**src/hw/rsp_consts.vh**
```
// Purpose: Shared constants for the retina sensor parameter control block
// Assumes: Included by the design file by bare name
// Notes:   Register addresses are the 3-bit serial address codes
`ifndef RSP_CONSTS_VH
`define RSP_CONSTS_VH

// Serial word layout
`define RSP_WORD_BITS 11
`define RSP_ADDR_BITS 3
`define RSP_DATA_BITS 8

// Register addresses
`define RSP_ADDR_OFFS 3'h0
`define RSP_ADDR_MODE 3'h1
`define RSP_ADDR_EXPC 3'h2
`define RSP_ADDR_EXPF 3'h3
`define RSP_ADDR_KPLS 3'h4
`define RSP_ADDR_KMIN 3'h5
`define RSP_ADDR_KAUX 3'h6
`define RSP_ADDR_RAT 3'h7

// Field positions
`define RSP_VPRE_BIT 7
`define RSP_EXTR_BIT 7
`define RSP_INV_BIT 3
`define RSP_OSGN_BIT 5
`define RSP_GBST_BIT 4

// Edge direction codes
`define RSP_DIR_NONE 2'h0
`define RSP_DIR_HOR 2'h1
`define RSP_DIR_VER 2'h2
`define RSP_DIR_2D 2'h3

// Dark calibration codes
`define RSP_CAL_NONE 2'h0
`define RSP_CAL_NEG 2'h1
`define RSP_CAL_POS 2'h2

// Forced kernel values for vertical preset
`define RSP_PRE_KPLS 8'h02
`define RSP_PRE_KMIN 8'h05

// Reset values
`define RSP_RST_BYTE 8'h00

// Timing
`define RSP_FINE_STEP_NS 16000
`define RSP_COARSE_PER_FINE 256
`define RSP_CLK_NS 40
`define RSP_SENSOR_CLK_NS 2000

`endif

```
**src/hw/rsp_param_ctrl.v**
```verilog
// Purpose: Serial parameter registers, mode decode and exposure/readout
//          sequencing for a 128-column retina image sensor
// Assumes: All inputs synchronous to core_clk; the sensor clock arrives
//          as a plain input and is edge-detected here
// Notes:   Analog arithmetic is outside; this block drives its codes

`include "rsp_consts.vh"

// Operation
// RQ1 - Vertical preset forces kernels, blocks writes
// RQ2 - Decode edge direction into four modes
// RQ3 - Top ratio bit: extract high, enhance low
// RQ4 - Low ratio bits pick ascending weighting
// RQ5 - Decode dark calibration polarity codes
// RQ6 - Invert output when invert bit high
// RQ7 - Exposure equals fine plus coarse steps
// RQ8 - Zero exposure reads black offset level
// RQ9 - Host: vertical modes need exposure over 0.768ms
// RQ10 - Offset sign bit plus five magnitude bits
// RQ11 - Bias code steps half volt linearly
// RQ12 - Gain index plus boost bit adds 6dB
// RQ13 - Kernels define vertical +1/0/-1 filter
// RQ14 - Host: positive/negative typical settings
// RQ15 - Host: plus-minus filter settings
// RQ16 - Chip resets sampled on sensor clock rise
// RQ17 - Eight 8-bit registers, bits on rise
// RQ18 - Pixels output serially per sensor clock
// RQ19 - Word is 3 address then 8 data
// RQ20 - Shift while load high, commit on fall
// RQ21 - Start, expose, read out, repeat
// RQ22 - Host resets both before programming
// RQ23 - Exposure timer counts sensor clock cycles
module rsp_param_ctrl #(
    parameter NUM_COLS = 128,
    parameter NUM_ROWS = 128,
    parameter FINE_CYCLES = 8,
    parameter COARSE_STEPS = 256
)
(
    // Clock and reset
    input wire core_clk,
    input wire sys_rst,
    // Sensor-side pins from the host controller
    input wire sensor_clk,
    input wire system_reset_n,
    input wire param_reset_n,
    input wire serial_param_in,
    input wire param_load_strobe,
    input wire start,
    // Readout timing
    output reg readout_active,
    output reg pixel_strobe,
    output reg [6:0] pixel_col,
    output reg [6:0] pixel_row,
    output reg black_level_out,
    // Decoded edge mode
    output reg [1:0] edge_direction_sel,
    output reg extract_select_bit,
    output reg [2:0] edge_ratio_sel,
    output reg vertical_preset_en,
    // Analog tuning codes
    output reg [1:0] dark_cal_sel,
    output reg invert_out,
    output reg offset_sign,
    output reg [4:0] offset_mag,
    output reg [2:0] bias_level_sel,
    output reg [3:0] gain_index,
    output reg gain_boost_bit,
    // Kernel weights
    output reg [7:0] kernel_plus,
    output reg [7:0] kernel_minus,
    output reg [7:0] kernel_aux
);

    ////////////////////////////////////////////////////////////////////
    // Sequencer states
    localparam ST_IDLE = 2'h0;
    localparam ST_EXPOSE = 2'h1;
    localparam ST_READ = 2'h2;

    ////////////////////////////////////////////////////////////////////
    // Sensor clock edge detection
    reg sclk_d_r; // Previous sensor clock sample
    wire sclk_rise; // One core cycle at each rising edge
    wire sclk_fall; // One core cycle at each falling edge

    assign sclk_rise = sensor_clk & ~sclk_d_r;
    assign sclk_fall = ~sensor_clk & sclk_d_r;

    // Sample the sensor clock once per core cycle
    always @(posedge core_clk or posedge sys_rst)
    begin
        if (sys_rst)
            sclk_d_r <= 1'b0;
        else
            sclk_d_r <= sensor_clk;
    end

    ////////////////////////////////////////////////////////////////////
    // Chip resets, taken only on sensor clock rise
    reg sysr_r; // Registered system reset, active high
    reg parr_r; // Registered parameter reset, active high

    // Resets act at the sensor edge, not asynchronously to it
    always @(posedge core_clk or posedge sys_rst)
    begin
        if (sys_rst)
        begin
            sysr_r <= 1'b1;
            parr_r <= 1'b1;
        end
        else if (sclk_rise)
        begin
            sysr_r <= ~system_reset_n; // [RQ16]
            parr_r <= ~param_reset_n; // [RQ16]
        end
    end

    ////////////////////////////////////////////////////////////////////
    // Serial parameter shifter
    reg [`RSP_WORD_BITS-1:0] shift_r; // Incoming word, newest bit at 0
    reg [3:0] bit_cnt_r; // Bits captured in current word
    reg commit_r; // Full word waits for falling edge

    // Shift while load is high; a full word commits on next fall
    always @(posedge core_clk or posedge sys_rst)
    begin
        if (sys_rst)
        begin
            shift_r <= {`RSP_WORD_BITS{1'b0}};
            bit_cnt_r <= 4'h0;
            commit_r <= 1'b0;
        end
        else if (parr_r)
        begin
            bit_cnt_r <= 4'h0;
            commit_r <= 1'b0;
        end
        else if (sclk_rise)
        begin
            if (param_load_strobe)
            begin
                // Address arrives first, so it ends up on top
                shift_r <= {shift_r[`RSP_WORD_BITS-2:0],
                    serial_param_in}; // [RQ17] [RQ19] [RQ20]
                if (bit_cnt_r == 4'hA)
                begin
                    bit_cnt_r <= 4'h0;
                    commit_r <= 1'b1; // [RQ19]
                end
                else
                    bit_cnt_r <= bit_cnt_r + 4'h1;
            end
            else
                bit_cnt_r <= 4'h0; // Short word is dropped
        end
        else if (sclk_fall)
            commit_r <= 1'b0;
    end

    ////////////////////////////////////////////////////////////////////
    // Parameter register file, eight bytes
    reg [7:0] regs_r [0:7]; // Indexed by serial address
    wire [2:0] waddr; // Address field of the word
    wire [7:0] wdata; // Data field of the word
    wire wr_en; // Commit strobe

    assign waddr = shift_r[10:8];
    assign wdata = shift_r[7:0];
    assign wr_en = commit_r & sclk_fall;

    genvar gi;
    generate
        for (gi = 0; gi < 8; gi = gi + 1)
        begin : g_reg
            // Each byte loads at the falling edge after its last bit; kernel bytes 4 and 5 are held while preset is set
            always @(posedge core_clk or posedge sys_rst)
            begin
                if (sys_rst)
                    regs_r[gi] <= `RSP_RST_BYTE;
                else if (parr_r)
                    regs_r[gi] <= `RSP_RST_BYTE;
                else if (wr_en && waddr == gi &&
                    !(regs_r[`RSP_ADDR_MODE][`RSP_VPRE_BIT] &&
                    (gi == `RSP_ADDR_KPLS || gi == `RSP_ADDR_KMIN)))
                    regs_r[gi] <= wdata; // [RQ1] [RQ17] [RQ20]
            end
        end
    endgenerate

    ////////////////////////////////////////////////////////////////////
    // Field decode, registered straight to outputs
    wire vpre; // Vertical preset from mode register
    assign vpre = regs_r[`RSP_ADDR_MODE][`RSP_VPRE_BIT];

    // Outputs follow the register file one core cycle later
    always @(posedge core_clk or posedge sys_rst)
    begin
        if (sys_rst)
        begin
            vertical_preset_en <= 1'b0;
            edge_direction_sel <= 2'h0;
            extract_select_bit <= 1'b0;
            edge_ratio_sel <= 3'h0;
            dark_cal_sel <= 2'h0;
            invert_out <= 1'b0;
            offset_sign <= 1'b0;
            offset_mag <= 5'h00;
            bias_level_sel <= 3'h0;
            gain_index <= 4'h0;
            gain_boost_bit <= 1'b0;
            kernel_plus <= 8'h00;
            kernel_minus <= 8'h00;
            kernel_aux <= 8'h00;
        end
        else
        begin
            vertical_preset_en <= vpre;
            // 00 none, 01 horizontal, 10 vertical, 11 two-D
            edge_direction_sel <= regs_r[`RSP_ADDR_MODE][6:5]; // [RQ2]
            // High extracts, low enhances
            extract_select_bit <=
                regs_r[`RSP_ADDR_RAT][`RSP_EXTR_BIT]; // [RQ3]
            // 50,75,100,125,200,300,400,500 percent by code
            edge_ratio_sel <= regs_r[`RSP_ADDR_RAT][6:4]; // [RQ4]
            // 10 positive, 01 negative, 00 off; 11 passed as is
            dark_cal_sel <= regs_r[`RSP_ADDR_OFFS][7:6]; // [RQ5]
            invert_out <= regs_r[`RSP_ADDR_RAT][`RSP_INV_BIT]; // [RQ6]
            offset_sign <=
                regs_r[`RSP_ADDR_OFFS][`RSP_OSGN_BIT]; // [RQ10]
            offset_mag <= regs_r[`RSP_ADDR_OFFS][4:0]; // [RQ10]
            // Half-volt steps from code 0 to 7
            bias_level_sel <= regs_r[`RSP_ADDR_RAT][2:0]; // [RQ11]
            gain_index <= regs_r[`RSP_ADDR_MODE][3:0]; // [RQ12]
            gain_boost_bit <=
                regs_r[`RSP_ADDR_MODE][`RSP_GBST_BIT]; // [RQ12]
            // Preset overrides kernels; stored bytes return once it clears
            if (vpre)
            begin
                kernel_plus <= `RSP_PRE_KPLS; // [RQ1]
                kernel_minus <= `RSP_PRE_KMIN; // [RQ1]
            end
            else
            begin
                kernel_plus <= regs_r[`RSP_ADDR_KPLS]; // [RQ13]
                kernel_minus <= regs_r[`RSP_ADDR_KMIN]; // [RQ13]
            end
            kernel_aux <= regs_r[`RSP_ADDR_KAUX];
        end
    end

    ////////////////////////////////////////////////////////////////////
    // Exposure and readout sequencer
    reg [1:0] state_r; // Sequencer state
    reg [1:0] state_nxt; // Next state
    reg [15:0] step_cnt_r; // Fine steps still to expose
    reg [3:0] sub_cnt_r; // Sensor cycles inside one fine step
    reg [6:0] col_r; // Column being read
    reg [6:0] row_r; // Row being read
    reg zero_exp_r; // Latched zero-exposure flag for this frame
    wire [15:0] total_steps; // Fine plus coarse in fine units
    wire last_pix; // Last pixel of the frame

    // Coarse step is 256 fine steps, so sum in fine units
    assign total_steps = {8'h00, regs_r[`RSP_ADDR_EXPF]} +
        {regs_r[`RSP_ADDR_EXPC], 8'h00}; // [RQ7]
    assign last_pix = (col_r == NUM_COLS - 1) && (row_r == NUM_ROWS - 1);

    // Next state
    always @*
    begin
        state_nxt = state_r;
        case (state_r)
            ST_IDLE:
                if (start)
                    state_nxt = ST_EXPOSE; // [RQ21]
            ST_EXPOSE:
                if (step_cnt_r == 16'h0000)
                    state_nxt = ST_READ;
            ST_READ:
                if (last_pix)
                    state_nxt = ST_EXPOSE; // Repeats until reset [RQ21]
            default:
                state_nxt = ST_IDLE;
        endcase
    end

    // Sequencer steps only on sensor clock rise
    always @(posedge core_clk or posedge sys_rst)
    begin
        if (sys_rst)
        begin
            state_r <= ST_IDLE;
            step_cnt_r <= 16'h0000;
            sub_cnt_r <= 4'h0;
            col_r <= 7'h00;
            row_r <= 7'h00;
            zero_exp_r <= 1'b0;
        end
        else if (sysr_r)
        begin
            state_r <= ST_IDLE;
            step_cnt_r <= 16'h0000;
            sub_cnt_r <= 4'h0;
            col_r <= 7'h00;
            row_r <= 7'h00;
            zero_exp_r <= 1'b0;
        end
        else if (sclk_rise)
        begin
            state_r <= state_nxt;
            if (state_nxt == ST_EXPOSE && state_r != ST_EXPOSE)
            begin
                // Load timer; zero exposure gives black readout
                step_cnt_r <= total_steps;
                sub_cnt_r <= 4'h0;
                zero_exp_r <= (total_steps == 16'h0000); // [RQ8]
            end
            else if (state_r == ST_EXPOSE && step_cnt_r != 16'h0000)
            begin
                // Count sensor cycles per fine step
                if (sub_cnt_r == FINE_CYCLES - 1)
                begin
                    sub_cnt_r <= 4'h0;
                    step_cnt_r <= step_cnt_r - 16'h0001; // [RQ23]
                end
                else
                    sub_cnt_r <= sub_cnt_r + 4'h1; // [RQ23]
            end
            if (state_r == ST_READ)
            begin
                // One pixel per sensor clock, row by row
                if (col_r == NUM_COLS - 1)
                begin
                    col_r <= 7'h00;
                    row_r <= (row_r == NUM_ROWS - 1) ? 7'h00 :
                        row_r + 7'h01; // [RQ18]
                end
                else
                    col_r <= col_r + 7'h01; // [RQ18]
            end
        end
    end

    // Readout pins, registered
    always @(posedge core_clk or posedge sys_rst)
    begin
        if (sys_rst)
        begin
            readout_active <= 1'b0;
            pixel_strobe <= 1'b0;
            pixel_col <= 7'h00;
            pixel_row <= 7'h00;
            black_level_out <= 1'b0;
        end
        else
        begin
            // Same format at zero exposure; only the level differs
            readout_active <= (state_r == ST_READ); // [RQ8] [RQ21]
            pixel_strobe <= sclk_rise && (state_r == ST_READ); // [RQ18]
            pixel_col <= col_r;
            pixel_row <= row_r;
            black_level_out <= zero_exp_r && (state_r == ST_READ); // [RQ8]
        end
    end

endmodule

```
**config.mk**
```make
export PLATFORM = sky130hd
export DESIGN_NAME = rsp_param_ctrl
export DESIGN_NICKNAME = d
export VERILOG_FILES = /design/src/hw/rsp_param_ctrl.v
export VERILOG_INCLUDE_DIRS = /design/src /design/src/hw
export SDC_FILE = /design/constraint.sdc
export NUM_CORES = 1
export LEC_CHECK = 0
export BUFFER_PORTS_ARGS = -buffer_cell sky130_fd_sc_hd__buf_2
export CORE_UTILIZATION = 32
export CTS_CLUSTER_DIAMETER = 80
export DETAILED_ROUTE_END_ITERATION = 10
export SETUP_SLACK_MARGIN = 0.1
export SYNTH_ARGS = -nofsm -noshare
export SYNTH_HDL_FRONTEND = slang
export SYNTH_SLANG_ARGS = --single-unit
```
**constraint.sdc**
```tcl
create_clock -name core_clk -period 7.8 [get_ports core_clk]
set_input_delay 0.78 -clock core_clk [delete_from_list [all_inputs] [get_ports core_clk]]
set_output_delay 0.78 -clock core_clk [all_outputs]
set_load 0.05 [all_outputs]
```
; After elaboration in Yosys (flattened, before gate mapping)
; Cells that the tools add are included.
[op_classes]
add_sub_neg = 6
n_eq_ne = 17
mux = 55
bitwise_logic = 8
n_reduce_logical = 44
[op_table]
columns = operator, count
row1 = $mux 8, 18
row2 = $mux 16, 5
row3 = $mux 7, 9
row4 = $mux 4, 9
row5 = $logic_not 16->1, 2
row6 = $reduce_bool 2->1, 13
row7 = $add 8x16->16, 1
row8 = $reduce_bool 16->1, 1
row9 = $sub 16x1->16 const B, 1
row10 = $logic_and 1x1->1, 15
row11 = $add 7x1->7 const B, 2
row12 = $eq 7x7->1 const B, 2
row13 = $eq 3x3->1 const B, 4
row14 = $reduce_and 3->1, 4
row15 = $mux 2, 5
row16 = $reduce_bool 3->1, 3
row17 = $add 4x1->4 const B, 2
row18 = $mux 1, 8
row19 = $eq 3x2->1 const B, 2
row20 = $pmux 2 s3, 1
row21 = $reduce_and 2->1, 3
row22 = $not 1->1, 5
row23 = $eq 2x1->1 const B, 2
row24 = $eq 4x3->1 const B, 1
row25 = other kinds (10), 12
[totals]
ff_bits = 185
inputBits = 8
output_inout_bits = 65
wordCells = 169

; Depth between registers and ports, before layout
[depth]
word_depth = 9
depth_mapped = 9
depth_no_buf = 8

; Least setup slack after synthesis
; OpenSTA, ideal clock, no wires.
[synth_timing]
path_kind = input to register
startpoint = input port sensor_clk
endpoint = register step_cnt_r[14]
setup_ps = 126
t_arrival_ps = 2161
required_time_ps = 7674
path_slack_ps = 5513
path_stages = 8
path_buffers = 2
cell_sequence = ha_1 > buf_2 > nand3b_1 > nor2_1 > a21oi_4 > and2_4 > buf_6 > a221o_1
[synth_via]
elab_chain_len = 3
[synth_rtl]
columns = item, line
row1 = start: declaration, rsp_param_ctrl.v:44  ; input wire sensor_clk,
row2 = $and 1x1->1, rsp_param_ctrl.v:87  ; assign sclk_rise = sensor_clk & ~sclk_d_r;
row3 = $reduce_bool 2->1 (no source line), -
row4 = $reduce_and 3->1 (no source line), -
row5 = end signal: assignment, rsp_param_ctrl.v:315  ; step_cnt_r <= total_steps;
row6 = end signal: assignment, rsp_param_ctrl.v:325  ; step_cnt_r <= step_cnt_r - 16'h0001;
row7 = end: declaration, rsp_param_ctrl.v:256  ; reg [15:0] step_cnt_r;
; Every way passes these cells.
; A chain may end at the register's enable or synchronous reset.

; Final worst setup path
[layout_timing]
startpoint = input port sensor_clk
endpoint = register step_cnt_r[14]
[layout_via]
elab_chain_len = 3
[layout_rtl]
columns = item, line
row1 = $and 1x1->1, rsp_param_ctrl.v:87
row2 = net sclk_rise, rsp_param_ctrl.v:84  ; wire sclk_rise;
row3 = $reduce_bool 2->1 (no source line), -
row4 = $reduce_and 3->1 (no source line), -
; The timed path passes the listed nets, and every way through them passes these cells.

==> flow_summary_export.csv <==
group,metric,value,unit
status,status,"completed",
worst_setup_path,worst_setup_path_end_kind,"register",
global_route,grt_pass1_wl,27.3,mm
timing,period_minus_slack,2760,ps
placed_design,dpl_worst_slack,4580,ps
power,ir_drop,0.139,mV
worst_setup_path,cp-start-kind,"primary input",
global_route,grt_usage,14.4,%
timing,worst_pin_slew,1240,ps
clock_network,cts_tree,"done",
synthesis,synth_edf_count,0,
clock_network,cts_buffer_depth,2,
global_route,grt_max_degree,116,
timing,holdWs,377,ps
clock_network,cts_resized,0,
min_path,min_to,"kernel_aux[3]$_DFF_PP0_",
timing,fin_ws,5040,ps
floorplan,rows,55,
global_route,grt_busiest_layer,"met2",
synthesis,yosys_warnings,0,
timing,hold_viol,0,
clock_network,cts.sinks,185,
floorplan,fp.dieH,156,µm
synthesis,synth-seq-cells,185,
timing,rsz0062_at_grt,"false",
synthesis,synthesis.nets,659,
worst_setup_path,timing.rr.end,"step_cnt_r[14]$_DFFE_PP0P_",
route,routed-via-count,5066,
timing,fin_crit_sh,35.4,%
min_path,min_path_cells,0,
global_route,grt_util_met2,21.2,%
timing,slew_headroom,16.7,%
global_route,grt_pass1_vias,4995,
worst_setup_path,path_class,"in -> reg",
route,vias_per_cell,4.93,
timing,tns,0,ps
timing,timing.fmax,362,MHz
timing,slew_viol_final,0,
worst_setup_path,cp_max_fo,19,
min_path,hold_start,"regs_r[11]$_DFFE_PP0P_",
run,cap_violations,0,
final_layout,multi_input_area,2760,µm²
final_layout,fillers,2246,
floorplan,start_util,33.0,%
synthesis,async_flop_share,100,%
floorplan,dieArea,24300,µm²
power,p_per_area,223,nW/µm²
route,ant_nets,0,
clock_network,worstSkewPairLatency,440,ps
global_route,antenna_found_initial,0,
worst_setup_path,rr_startpoint,"sclk_d_r$_DFF_PP0_",
synthesis,avgSynthCellArea,11.8,µm²
worst_setup_path,critPathArrivalTime,3130,ps
power,total_leakage_power,4.45,nW
clock_network,root_buffer,"clkbuf_16",
timing,fin_worst_skew,8.69,ps
clock_network,htreeDepth,4,
timing,setup_viol,0,
route,drc,0,
synthesis,synth_cells,643,
worst_setup_path,cp.required,8170,ps
route,wl_per_cell,16.0,µm
final_layout,diodes,0,
placed_design,gp_congestion,0.858,
placed_design,placed_area,8240,µm²
route,first_pass_iters,4,
floorplan,fp.dieW,156,µm
clock_network,postCtsSetupBuffers,0,
route,routed_wl,16.4,mm
final_layout,drive_gt1_share,17.9,%
worst_setup_path,r2r_cells,7,
synthesis,ys_types,63,
floorplan,ioPinCount,73,
clock_network,cts_hold_buf,0,
global_route,met3_usage,3.19,%
synthesis,synth_area,7590,µm²
min_path,hold_class,"reg -> reg",
worst_setup_path,r2r_slack,5060,ps
placed_design,io_buffer_count,72,
clock_network,path_clk_slew,70,ps
synthesis,synth_ff_type,"dfrtp_1",
final_layout,seqCellArea,4630,µm²
synthesis,synth-seq-area-share,61.0,%
global_route,overflow,0,
final_layout,design_area,8830,µm²
floorplan,core-area,23000,µm²
route,drtIter0Drc,402,
global_route,grt_util_met1,20.4,%
final_layout,areaGrowthSynthToFinish,16.3,%
clock_network,cts-buffers-inserted,17,
placed_design,hpwl,10.4,mm
final_layout,nets,718,
[layout make-up]
type                    count  share of cell area (%)
flip-flops and latches    185                    52.5
multi-input cells         407                    31.3
clock buffers              17                    4.82
repair buffers             77                    4.51
well taps                 313                    4.44
clock inverters            14                    1.86
inverters                  14                   0.652
[flip-flops by register name, summed over array words and instances, names as in the netlist, 5 cells and up]
register	count
regs_r	64
step_cnt_r	16
shift_r	11
kernel_aux	8
kernel_minus	8
kernel_plus	8
col_r	7
pixel_col	7
pixel_row	7
row_r	7
offset_mag	5
[worst max path at each step]
stage / from / to / slack (ps) / cells past startpoint
floorplan: sys_rst / bias_level_sel[0]$_DFF_PP0_ / 1990 / 1
global placement: sensor_clk / step_cnt_r[4]$_DFFE_PP0P_ / 4690 / 7
detailed placement: sensor_clk / step_cnt_r[4]$_DFFE_PP0P_ / 4580 / 7
CTS: sensor_clk / step_cnt_r[4]$_DFFE_PP0P_ / 5060 / 7
global route: sclk_d_r$_DFF_PP0_ / step_cnt_r[4]$_DFFE_PP0P_ / 4820 / 7
finish: sensor_clk / step_cnt_r[14]$_DFFE_PP0P_ / 5040 / 7
[worst max-delay path, stage by stage]
cell and delay [ps]:
buf_2 100, ha_1 600, nand3b_1 240, or3_1 420, nor2_1 610, a22o_1 260, a221o_1 110
[stage by stage]
stage	power (mW)	std cells	util [%]
floorplan	1.10	643	-
global placement	1.15	996	35.8
detailed placement	1.15	996	35.8
CTS	1.99	1027	38.4
global route	2.04	1027	38.4
finish	1.97	1027	38.4
[layout by cell type, fill, tap and decap left out, types with 5 or more instances in the layout]
cell type,instances
nand3b_1,8
mux2i_1,70
buf_2,72
dfrtp_1,183
inv_1,12
a32oi_1,5
nand2_1,27
mux2_1,11
nor2b_1,16
clkbuf_16,17
o21ai_0,6
nor4_1,11
buf_4,5
nor3_1,11
nand3_1,19
a21oi_1,23
a22oi_1,5
nor2_1,99
or3_1,6
clkinv_8,5
nand4_1,7
ha_1,8
[cell usage after synthesis, types with 7 or more instances]
| cell type | number | area, µm² |
|---|---|---|
| nand2_1 | 27 | 101 |
| nor2b_1 | 16 | 100 |
| buf_2 | 7 | 35.0 |
| nor3_1 | 11 | 55.1 |
| dfrtp_1 | 183 | 4580 |
| inv_1 | 13 | 48.8 |
| nand3_1 | 19 | 95.1 |
| a21oi_1 | 23 | 115 |
| nor2_1 | 99 | 372 |
| nor4_1 | 11 | 68.8 |
| mux2i_1 | 70 | 701 |
| ha_1 | 8 | 100 |
| mux2_1 | 11 | 124 |
| nand3b_1 | 8 | 60.1 |
| clkbuf_1 | 26 | 97.6 |
| nand4_1 | 7 | 43.8 |
[power by group]
part	internal (mW)	total, mW	leakage [nW]	switching [mW]
registers	0.974	1.03	2.57	0.0555
clock network	0.426	0.836	0.275	0.410
logic	0.0277	0.0995	1.61	0.0717
total	1.43	1.97	4.45	0.537
[metal layers]
layer	wire (µm)	vias to the layer above
li1	-	2377
met1	7860	2546
met2	7480	114
met3	797	29
met4	280	0
met5	0	-
[cell families (layout without fill, tap and decap cells)]
kind of cell,Yosys count,after routing,synth area share [%]
xor+xnor,6,6,0.692
fa+ha+maj,8,8,1.32
buf+inv,51,122,2.74
compound gates,75,75,6.97
simple gates,236,236,16.3
mux,82,82,11.0
flops,185,185,61.0
Power figures use the tool's default switching activity.
